===== config.mk =====
export PLATFORM = sky130hd
export DESIGN_NAME = dmlcd_register_set
export DESIGN_NICKNAME = d
export VERILOG_FILES = /design/src/common/dmlcd_pkg.sv /design/src/design/dmlcd_register_set.sv
export VERILOG_INCLUDE_DIRS = /design/src /design/src/common
export SDC_FILE = /design/constraint.sdc
export NUM_CORES = 2
export LEC_CHECK = 0
export BUFFER_PORTS_ARGS = -buffer_cell sky130_fd_sc_hd__buf_4
export CORE_MARGIN = 2
export CORE_UTILIZATION = 50
export CTS_CLUSTER_DIAMETER = 200
export DETAILED_ROUTE_END_ITERATION = 6
export GPL_ROUTABILITY_DRIVEN = 0
export PLACE_DENSITY = 0.69
export SLEW_MARGIN = 20
export SYNTH_ARGS = -nofsm -noshare
export SYNTH_HDL_FRONTEND = slang
export SYNTH_SLANG_ARGS = --single-unit

===== constraint.sdc =====
create_clock -name clk -period 18.6 [get_ports clk]
set_input_delay 3.72 -clock clk [delete_from_list [all_inputs] [get_ports clk]]
set_output_delay 3.72 -clock clk [all_outputs]
set_load 0.01 [all_outputs]

===== src/common/dmlcd_regs.svh =====
/*
 Register constants of the dot-matrix display controller: index codes,
 field positions, reset values, address wrap points and scan timing.
 Assumes it is included by bare name from design files only.
*/
`ifndef DMLCD_REGS_SVH
`define DMLCD_REGS_SVH

// ==========================================================
// Index codes (low four index bits)
`define DM_IDX_CONTROL_ONE 4'h0
`define DM_IDX_CONTROL_TWO 4'h1
`define DM_IDX_ADDRESS     4'h2
`define DM_IDX_FRAME_RATE  4'h3
`define DM_IDX_PIXEL_DATA  4'h4
`define DM_IDX_SCROLL      4'h5
`define DM_IDX_FLASH_MASK  4'h6
`define DM_IDX_FLASH_FIRST 4'h8
`define DM_IDX_FLASH_LAST  4'h9
`define DM_IDX_CONTRAST    4'ha

// ==========================================================
// Reset value of every resettable register
`define DM_REG_RESET 8'h00

// ==========================================================
// Field positions
`define DM_C1_STANDBY  0
`define DM_C1_STEP_UP  1
`define DM_C1_GRAPHIC  2
`define DM_C1_DUTY_LO  3
`define DM_C1_DUTY_HI  4
`define DM_C2_DISP_ON  0
`define DM_C2_PWR_SAVE 1
`define DM_C2_OPAMP    2
`define DM_C2_RMW      3
`define DM_C2_INC_X    4
`define DM_C2_FLASH_EN 5

// ==========================================================
// Address wrap points
`define DM_X_MAX_FULL 3'h7
`define DM_X_MAX_G16  3'h6
`define DM_X_MAX_G32  3'h4
`define DM_Y_MAX_D32  5'h1f
`define DM_Y_MAX_D16  5'h0f
`define DM_Y_MAX_D8   5'h07

// ==========================================================
// Scan timing
`define DM_BLINK_FRAMES 5'h1f
`define DM_CHAR_DOTS    5

`endif


===== src/common/dmlcd_pkg.sv =====
/*
 Types shared by the dot-matrix display controller.
 Assumes nothing of its surroundings.
*/
package dmlcd_pkg;
   // Scan duty as chosen in control one
   typedef enum {dmlcd_duty32, dmlcd_duty16, dmlcd_duty8} dmlcd_duty_t;
   typedef logic [7:0] dmlcd_byte_t;
endpackage


===== src/design/dmlcd_register_set.sv =====
/*
 Register set, display memory and scanner of the dot-matrix display
 controller, reached over strobe, select, read/write and data pins.
 Assumes all pins are asynchronous to clk; subclock is a slow input
 sampled on clk; host keeps select and read/write still at strobe fall.
*/
// Operation
// - Eight-bit write-only index picks control register
// - Select low addresses the index register only
// - Reset clears index and listed registers
// - Control one: standby, step-up, mode, duty
// - Control two: display, save, opamp, RMW, increment
// - Address register holds horizontal and vertical fields
// - Data write goes straight into memory
// - Data read latches memory byte then drives it
// - Memory, data port, scroll line not reset
// - Each mask bit makes its area blink
// - Blinking only while flash enable is set
// - First and last lines bound blinking vertically
// - Scroll line picks first displayed memory line
// - Eight-bit register sets frame rate
// - Register selects contrast resistance value
// - Duties one eighth, sixteenth, thirty-second
// - 2048-bit memory, all 2048 bits shown in graphic mode at thirty-second duty
// - Standby keeps memory, stops step-up circuit
// - Scanning paced by the subclock
// - Access happens at strobe fall per select, direction
// - Low index nibble encodes target register
// - Index kept until rewritten; only data readable
// - Data write, or read outside RMW, auto-increments address per select bit
`timescale 1ns/10ps
`default_nettype none
`include "dmlcd_regs.svh"

module dmlcd_register_set (
   input wire logic clk, // 40 MHz clock
   input wire logic rst, // Asynchronous reset, active high
   input wire logic subclock, // Slow display pacing clock, sampled
   input wire logic register_select, // Low index, high control register
   input wire logic read_write, // Low write, high read
   input wire logic access_strobe, // Access at falling edge
   input wire dmlcd_pkg::dmlcd_byte_t host_data_in, // Data lines, input side
   output dmlcd_pkg::dmlcd_byte_t host_data_out, // Data lines, output side
   output logic host_data_oe_n, // Low while data lines are driven
   output logic [31:0] common_drive_outputs, // Common select per line
   output logic [63:0] segment_drive_outputs, // Segment dots of current line
   output logic step_up_enable, // Step-up circuit running
   output logic opamp_enable, // Op-amp circuit on
   output logic power_save, // Power-save mode
   output dmlcd_pkg::dmlcd_byte_t contrast_out // Contrast resistance select
);
   import dmlcd_pkg::*;

   // ==========================================================
   // Pin synchronisers
   logic rs_m, rs_s, rw_m, rw_s, access_strobe_m, access_strobe_s, access_strobe_d, sub_m, sub_s, sub_d;
   dmlcd_byte_t data_m, data_s;

   // Every pin passes two flops; a third flop only for edge detection
   always_ff @(posedge clk or posedge rst) begin
      if (rst) begin
         rs_m <= 1'b0;
         rs_s <= 1'b0;
         rw_m <= 1'b0;
         rw_s <= 1'b0;
         access_strobe_m <= 1'b1;
         access_strobe_s <= 1'b1;
         access_strobe_d <= 1'b1;
         sub_m <= 1'b0;
         sub_s <= 1'b0;
         sub_d <= 1'b0;
         data_m <= `DM_REG_RESET;
         data_s <= `DM_REG_RESET;
      end else begin
         rs_m <= register_select;
         rs_s <= rs_m;
         rw_m <= read_write;
         rw_s <= rw_m;
         access_strobe_m <= access_strobe;
         access_strobe_s <= access_strobe_m;
         access_strobe_d <= access_strobe_s;
         sub_m <= subclock;
         sub_s <= sub_m;
         sub_d <= sub_s;
         data_m <= host_data_in;
         data_s <= data_m;
      end
   end

   wire strobe_fall = access_strobe_d & ~access_strobe_s;
   wire strobe_rise = ~access_strobe_d & access_strobe_s;
   wire sub_tick = ~sub_d & sub_s;

   // ==========================================================
   // Registers
   dmlcd_byte_t register_index, control_one, control_two, memory_address;
   dmlcd_byte_t frame_rate_select, flash_area_mask, flash_first_line;
   dmlcd_byte_t flash_last_line, contrast_level;
   dmlcd_byte_t pixel_data_port, scroll_first_line;
   dmlcd_byte_t display_mem [256];

   // Duty decode: 00 thirty-second, 01 sixteenth, 1x eighth
   function automatic dmlcd_duty_t duty_of(input logic [1:0] bits);
      dmlcd_duty_t d;
      d = dmlcd_duty8;
      if (bits == 2'h0) begin
         d = dmlcd_duty32;
      end else if (bits == 2'h1) begin
         d = dmlcd_duty16;
      end
      return d;
   endfunction

   // Last vertical address of a duty
   function automatic logic [4:0] y_max_of(input dmlcd_duty_t d);
      logic [4:0] m;
      m = `DM_Y_MAX_D8;
      if (d == dmlcd_duty32) begin
         m = `DM_Y_MAX_D32;
      end else if (d == dmlcd_duty16) begin
         m = `DM_Y_MAX_D16;
      end
      return m;
   endfunction

   // Next address after a data access; graphic rows are narrower at thirty-second and sixteenth duty
   function automatic dmlcd_byte_t next_addr(input dmlcd_byte_t a, input dmlcd_duty_t d,
                                             input logic gfx, input logic inc_x);
      logic [2:0] x, xm;
      logic [4:0] y, ym;
      logic xw, yw;
      x = a[7:5];
      y = a[4:0];
      ym = y_max_of(d);
      xm = `DM_X_MAX_FULL;
      if (gfx && d == dmlcd_duty32) begin
         xm = `DM_X_MAX_G32;
      end else if (gfx && d == dmlcd_duty16) begin
         xm = `DM_X_MAX_G16;
      end
      xw = (x >= xm);
      yw = (y >= ym);
      if (inc_x) begin
         x = xw ? 3'h0 : 3'(x + 3'h1);
         if (xw) begin
            y = yw ? 5'h00 : 5'(y + 5'h01);
         end
      end else begin
         y = yw ? 5'h00 : 5'(y + 5'h01);
         if (yw) begin
            x = xw ? 3'h0 : 3'(x + 3'h1);
         end
      end
      return {x, y};
   endfunction

   // Access decode at strobe fall
   wire [3:0] idx = register_index[3:0];
   wire idx_mapped = (register_index[7:4] == 4'h0) &&
                     (idx <= `DM_IDX_CONTRAST) && (idx != 4'h7);
   wire index_wr = strobe_fall & ~rs_s & ~rw_s;
   wire ctrl_wr = strobe_fall & rs_s & ~rw_s & idx_mapped;
   wire data_sel = (register_index == {4'h0, `DM_IDX_PIXEL_DATA});
   wire data_wr = ctrl_wr & data_sel;
   wire data_rd = strobe_fall & rs_s & rw_s & data_sel;
   wire rmw_mode = control_two[`DM_C2_RMW];
   wire addr_step = data_wr | (data_rd & ~rmw_mode);
   // Duty is a two-state enum, so it is a variable rather than a net
   dmlcd_duty_t duty;
   assign duty = duty_of(control_one[`DM_C1_DUTY_HI:`DM_C1_DUTY_LO]);
   wire graphic_mode_select = control_one[`DM_C1_GRAPHIC];
   wire standby = control_one[`DM_C1_STANDBY];
   wire flash_enable = control_two[`DM_C2_FLASH_EN];
   wire dmlcd_byte_t mem_at_addr = display_mem[memory_address];
   wire dmlcd_byte_t addr_after = next_addr(memory_address, duty, graphic_mode_select,
                                            control_two[`DM_C2_INC_X]);

   // Resettable registers; index survives control accesses
   always_ff @(posedge clk or posedge rst) begin
      if (rst) begin
         register_index <= `DM_REG_RESET;
         control_one <= `DM_REG_RESET;
         control_two <= `DM_REG_RESET;
         memory_address <= `DM_REG_RESET;
         frame_rate_select <= `DM_REG_RESET;
         flash_area_mask <= `DM_REG_RESET;
         flash_first_line <= `DM_REG_RESET;
         flash_last_line <= `DM_REG_RESET;
         contrast_level <= `DM_REG_RESET;
      end else begin
         if (index_wr) begin
            register_index <= data_s;
         end
         if (ctrl_wr && idx == `DM_IDX_CONTROL_ONE) begin
            control_one <= data_s;
         end
         if (ctrl_wr && idx == `DM_IDX_CONTROL_TWO) begin
            control_two <= data_s;
         end
         if (ctrl_wr && idx == `DM_IDX_ADDRESS) begin
            memory_address <= data_s;
         end else if (addr_step) begin
            memory_address <= addr_after;
         end
         if (ctrl_wr && idx == `DM_IDX_FRAME_RATE) begin
            frame_rate_select <= data_s;
         end
         if (ctrl_wr && idx == `DM_IDX_FLASH_MASK) begin
            flash_area_mask <= data_s;
         end
         if (ctrl_wr && idx == `DM_IDX_FLASH_FIRST) begin
            flash_first_line <= data_s;
         end
         if (ctrl_wr && idx == `DM_IDX_FLASH_LAST) begin
            flash_last_line <= data_s;
         end
         if (ctrl_wr && idx == `DM_IDX_CONTRAST) begin
            contrast_level <= data_s;
         end
      end
   end

   // Memory, data port and scroll line carry no reset (kept in standby)
   always_ff @(posedge clk) begin
      if (data_wr) begin
         display_mem[memory_address] <= data_s;
      end
      if (data_rd) begin
         pixel_data_port <= mem_at_addr;
      end
      if (ctrl_wr && idx == `DM_IDX_SCROLL) begin
         scroll_first_line <= data_s;
      end
   end

   // ==========================================================
   // Data line driver
   logic read_pend;

   // Drive at strobe rise after a read; release as soon as direction is write
   always_ff @(posedge clk or posedge rst) begin
      if (rst) begin
         read_pend <= 1'b0;
         host_data_out <= `DM_REG_RESET;
         host_data_oe_n <= 1'b1;
      end else begin
         if (!rw_s) begin
            read_pend <= 1'b0;
            host_data_oe_n <= 1'b1;
         end else if (data_rd) begin
            read_pend <= 1'b1;
         end else if (strobe_rise && read_pend) begin
            read_pend <= 1'b0;
            host_data_out <= pixel_data_port;
            host_data_oe_n <= 1'b0;
         end
      end
   end

   // ==========================================================
   // Scanner on subclock ticks
   dmlcd_byte_t line_div;
   logic [4:0] scan_line, frame_cnt;
   logic blink_phase;
   wire [4:0] y_max = y_max_of(duty);
   wire scan_run = ~standby & control_two[`DM_C2_DISP_ON];
   wire line_step = sub_tick & scan_run & (line_div >= frame_rate_select);
   wire frame_end = line_step & (scan_line >= y_max);

   // Line period is frame_rate_select+1 subclock ticks
   always_ff @(posedge clk or posedge rst) begin
      if (rst) begin
         line_div <= `DM_REG_RESET;
         scan_line <= 5'h00;
         frame_cnt <= 5'h00;
         blink_phase <= 1'b0;
      end else begin
         if (line_step) begin
            line_div <= `DM_REG_RESET;
         end else if (sub_tick && scan_run) begin
            line_div <= 8'(line_div + 8'h01);
         end
         if (frame_end) begin
            scan_line <= 5'h00;
         end else if (line_step) begin
            scan_line <= 5'(scan_line + 5'h01);
         end
         if (frame_end && frame_cnt >= `DM_BLINK_FRAMES) begin
            frame_cnt <= 5'h00;
            blink_phase <= ~blink_phase;
         end else if (frame_end) begin
            frame_cnt <= 5'(frame_cnt + 5'h01);
         end
      end
   end

   // Row fetch with scroll; wrap keeps the row within the duty
   wire [4:0] mem_row = 5'(scan_line + scroll_first_line[4:0]) & y_max;
   wire line_in_flash = ({3'h0, scan_line} >= flash_first_line) &&
                        ({3'h0, scan_line} <= flash_last_line);
   wire blank_any = flash_enable & blink_phase & line_in_flash &
                    (flash_area_mask != 8'h00);
   logic [63:0] next_segments;
   logic [31:0] next_commons;

   // Character mode keeps the five left dots of each byte
   always_comb begin
      dmlcd_byte_t b;
      b = 8'h00;
      next_segments = 64'h0;
      for (int x = 0; x < 8; x++) begin
         b = display_mem[{3'(x), mem_row}];
         if (blank_any && flash_area_mask[7 - x]) begin
            b = 8'h00;
         end
         if (graphic_mode_select) begin
            next_segments[63 - 8 * x -: 8] = b;
         end else begin
            next_segments[63 - `DM_CHAR_DOTS * x -: `DM_CHAR_DOTS] = b[7:3];
         end
      end
      next_commons = 32'h1 << scan_line;
      if (!scan_run || control_two[`DM_C2_PWR_SAVE]) begin
         next_segments = 64'h0;
         next_commons = 32'h0;
      end
   end

   // Drive outputs registered
   always_ff @(posedge clk or posedge rst) begin
      if (rst) begin
         common_drive_outputs <= 32'h0;
         segment_drive_outputs <= 64'h0;
         step_up_enable <= 1'b0;
         opamp_enable <= 1'b0;
         power_save <= 1'b0;
         contrast_out <= `DM_REG_RESET;
      end else begin
         common_drive_outputs <= next_commons;
         segment_drive_outputs <= next_segments;
         step_up_enable <= control_one[`DM_C1_STEP_UP] & ~standby;
         opamp_enable <= control_two[`DM_C2_OPAMP];
         power_save <= control_two[`DM_C2_PWR_SAVE];
         contrast_out <= contrast_level;
      end
   end

   // ==========================================================
   // Assertions
   property p_index_write;
      @(posedge clk) disable iff (rst)
      index_wr |=> register_index == $past(data_s);
   endproperty
   a_index_write: assert property (p_index_write) else $error("index not loaded");

   property p_select_low;
      @(posedge clk) disable iff (rst)
      (strobe_fall && !rs_s) |=> $stable(control_one) && $stable(memory_address);
   endproperty
   a_select_low: assert property (p_select_low) else $error("control hit by index access");

   property p_unmapped;
      @(posedge clk) disable iff (rst)
      (strobe_fall && rs_s && !rw_s && !idx_mapped) |=>
         $stable(control_one) && $stable(control_two) && $stable(memory_address) &&
         $stable(contrast_level) && $stable(flash_area_mask);
   endproperty
   a_unmapped: assert property (p_unmapped) else $error("unmapped write changed state");

   property p_data_write;
      @(posedge clk) disable iff (rst)
      data_wr |=> display_mem[$past(memory_address)] == $past(data_s);
   endproperty
   a_data_write: assert property (p_data_write) else $error("memory not written");

   property p_data_read;
      @(posedge clk) disable iff (rst)
      data_rd |=> pixel_data_port == $past(mem_at_addr);
   endproperty
   a_data_read: assert property (p_data_read) else $error("read not latched");

   property p_drive_after_read;
      @(posedge clk) disable iff (rst)
      (strobe_rise && read_pend && rw_s) |=> !host_data_oe_n &&
         host_data_out == $past(pixel_data_port);
   endproperty
   a_drive_after_read: assert property (p_drive_after_read) else $error("no drive");

   property p_release;
      @(posedge clk) disable iff (rst)
      !rw_s |=> host_data_oe_n;
   endproperty
   a_release: assert property (p_release) else $error("drive kept on write");

   property p_y_increment;
      @(posedge clk) disable iff (rst)
      (data_wr && !control_two[`DM_C2_INC_X] && memory_address[4:0] < y_max) |=>
         memory_address[4:0] == 5'($past(memory_address[4:0]) + 5'h01) &&
         memory_address[7:5] == $past(memory_address[7:5]);
   endproperty
   a_y_increment: assert property (p_y_increment) else $error("bad increment");

   property p_no_flash;
      @(posedge clk) disable iff (rst)
      !flash_enable |-> !blank_any;
   endproperty
   a_no_flash: assert property (p_no_flash) else $error("blink without enable");

   property p_standby;
      @(posedge clk) disable iff (rst)
      standby |=> !step_up_enable && common_drive_outputs == 32'h0;
   endproperty
   a_standby: assert property (p_standby) else $error("standby not honoured");

   property p_duty_bound;
      @(posedge clk) disable iff (rst)
      (duty == dmlcd_duty8 && scan_line <= `DM_Y_MAX_D8) |=> scan_line <= `DM_Y_MAX_D8;
   endproperty
   a_duty_bound: assert property (p_duty_bound) else $error("line past duty");

   c_index: cover property (@(posedge clk) disable iff (rst) index_wr ##[1:100] data_wr);
   c_read: cover property (@(posedge clk) disable iff (rst) data_rd ##[1:100] !host_data_oe_n);
   c_blink: cover property (@(posedge clk) disable iff (rst) blank_any);
   c_frame: cover property (@(posedge clk) disable iff (rst) frame_end);
endmodule
`default_nettype wire


==> reports/results.ini <==
[outcome]
status=finished, final reports clean

[sta]
final_max_slew_viol_count=0
hold_ws_ns=0.349
tns_ns=0
finalHoldViolations=0
post-route-min-period_ns=6.02
setup_viol=0
clock.fmax_ghz=0.166
skew_ns=0.0364
finalCritPeriodShare=0.324
max_slew_margin=0.0724
worst_slew_pin_slew_ns=1.35
rsz0062_at_grt=false
fin_ws_ns=12.58

[floorplanning]
initial_core_util=0.504
die_w_um=461
dieArea_mm2=0.213
coreArea_mm2=0.207
ios=130
die_h_um=461
num_rows=167

[detailed_routing]
ant_nets=0
drcViolationCount=0
drt_wl_total_um=328000
wl_per_cell_um=38.0
dr.pass1.iters=7
viasPerCell=7.06
drt_iter0_markers=10200
detailroute.via_count=60800

[cts]
cts_tree=built
cts-root-buf=clkbuf_16
cts_buffer_depth=3
cts_hold_buf=0
cts_buffers=229
cts_resized=0
clkTransAtPathRegs_ns=0.06
insertion_delay_ns=0.92
clock-sinks=2290
post_cts.repair.setup_buffers=0
htreeDepth=4

[power]
pwr-share-clk=0.323
p_sw_frac=0.306
ir_worst_vdd_v=0.0000979
seqPwrFrac=0.389
combPwrFrac=0.288
switching_power_w=0.00449
power_density_mw_per_mm2=126
p_total_w=0.0147
power.leakage_nw=37.1
p_int_w=0.0102

[synth]
synth_flop_cell=edfxtp_1
syn_nets=5546
synth_edf_count=2061
netlist_area_mm2=0.105
synth_area_leader_cell=edfxtp_1
syn_area_per_cell_um2=19.1
yosysSeqAreaShare=0.646
yosysWarnings=0
async_flop_share=0.100
yosys-top-cells-area=edfxtp_1 (59%), mux4_2 (24%), dfrtp_1 (5.4%)
yosysTopAreaCellShare=0.591
yosysMostFrequentCell=edfxtp_1
syn_inst=5489
synth_commonest_cells=edfxtp_1 (2,061), mux4_2 (1,114), nor2_1 (490)
synth.distinct_cells=76
ys_ff_latch=2290

[setup_path]
arrival_ns=6.64
crit_path_max_fanout=46
end_kind=flop
criticalPathCategory=flop to flop
worstSetupStartpointType=flop
worstPathRequired_ns=19.21

[finish]
drive_above_1_share=0.324
syn2layout_area_growth_pct=11.3
design_area_mm2=0.116
layout.nets=5666

[grt]
grt_pass1_wl_um=460000
grt_util_all_layers=0.310
grt_pass1_vias=59600
overflow=0
antenna_found_initial=10
grt_max_degree=193

[run]
drv_cap=0

[place]
portBuffers=129
pre_cts_ws_ns=12.63
place_area_mm2=0.109
hpwl_um=209000

[hold_path]
hold_path.class=flop to flop

==> area by class of cell <==
type	instances	area, µm²
antenna	16	40.0
sequential	2290	67700
tap	2788	3490
timing repair buffer	284	2250
fill	15400	91000
multi-input combinational	2768	35200
clock inverter	132	1380
clock buffer	302	6300
inverter	36	143
==> cells in the final DEF, fill, tap and decap left out, drive strengths merged, types with 4 or more instances in the layout <==
cell / Yosys / routed
a211o: 5 / 5
clkbuf: 204 / 302
o21ai: 59 / 59
nor3: 20 / 20
and3: 6 / 6
nand2b: 11 / 11
edfxtp: 2061 / 2061
inv: 36 / 44
nand2: 404 / 404
and2: 10 / 10
nand4: 12 / 12
a22o: 9 / 9
nor2b: 16 / 16
dfrtp: 225 / 225
o221ai: 51 / 51
nor2: 491 / 491
mux4: 1132 / 1132
nor3b: 9 / 9
a21oi: 40 / 40
bufinv: 0 / 22
mux2: 57 / 57
clkinv: 0 / 91
a21o: 11 / 11
a211oi: 5 / 5
o32ai: 11 / 11
buf: 191 / 284
mux2i: 127 / 127
o22ai: 56 / 56
or3: 5 / 5
a221oi: 5 / 5
nor4: 9 / 9
a22oi: 34 / 34
dfstp: 4 / 4
clkinvlp: 0 / 11
xor2: 4 / 4
diode: 0 / 16
nand3: 34 / 34
a32oi: 50 / 50
ha: 42 / 42
==> stage by stage <==
stage,instances,util
floorplan,5489,-
global placement,8166,0.524
detailed placement,8166,0.524
CTS,8600,0.561
global route,8601,0.561
finish,8616,0.561
==> worst paths after layout <==
| path | from | endpoint | slack [ns] | cells past startpoint |
|---|---|---|---|---|
| min | data_m[4] | data_s[4] | 0.35 | 0 |
| max reg2reg | scan_line[0] | segment_drive_outputs[37] | 12.58 | 9 |
| min in group asynchronous | rst | data_m[0] | 2.86 | 2 |
| max in group asynchronous | rst | segment_drive_outputs[34] | 14.31 | 3 |
| min reg2reg | data_m[4] | data_s[4] | 0.35 | 0 |
| max | scan_line[0] | segment_drive_outputs[37] | 12.58 | 9 |
==> flip-flops by register name (all words and copies together), names as in the netlist, 8 cells and up <==
| register | flops |
|---|---|
| contrast_out | 8 |
| pixel_data_port | 8 |
| display_mem | 2048 |
| frame_rate_select | 8 |
| flash_last_line | 8 |
| data_s | 8 |
| common_drive_outputs | 32 |
| line_div | 8 |
| flash_first_line | 8 |
| data_m | 8 |
| segment_drive_outputs | 64 |
| host_data_out | 8 |
| contrast_level | 8 |
| flash_area_mask | 8 |
| memory_address | 8 |
| register_index | 8 |
==> cells by family after synthesis <==
kind of cell / count (synthesis) / synth area share
xor gates and xnor gates: 7 / 0.000586
AOI/OAI and AO/OA: 359 / 0.0246
muxes: 1316 / 0.263
buffers and inverters: 431 / 0.0197
DFF: 2290 / 0.646
and+or+nand+nor: 1043 / 0.0411
adders and majority gates: 43 / 0.00521
==> power groups by stage <==
stage,logic (W),clock network (W),registers (W)
2_1_floorplan,0.00290,0,0.00581
3_3_place_gp,0.00417,0,0.00582
3_5_place_dp,0.00418,0,0.00582
4_1_cts,0.00419,0.00476,0.00571
5_1_grt,0.00436,0.00495,0.00571
6_report,0.00423,0.00474,0.00571
==> critical path, cell delays in order, from the launching register on <==
cell and delay (ns):
dfrtp_1 0.48, ha_4 0.58, buf_4 0.65, buf_4 0.86, buf_4 0.85, mux4_2 0.60
nand2_1 0.13, nand2_1 0.07, o221ai_1 0.83, o22ai_1 0.53
==> layer usage <==
layer  track usage  wire length, µm  vias to the layer above
li1              -                -                    23200
met1         0.414           116000                    32200
met2         0.464           150000                     4556
met3        0.0986            43000                      782
met4         0.150            18600                        6
met5             0               50                        -
Note: power is estimated with default switching activity, not from simulation.
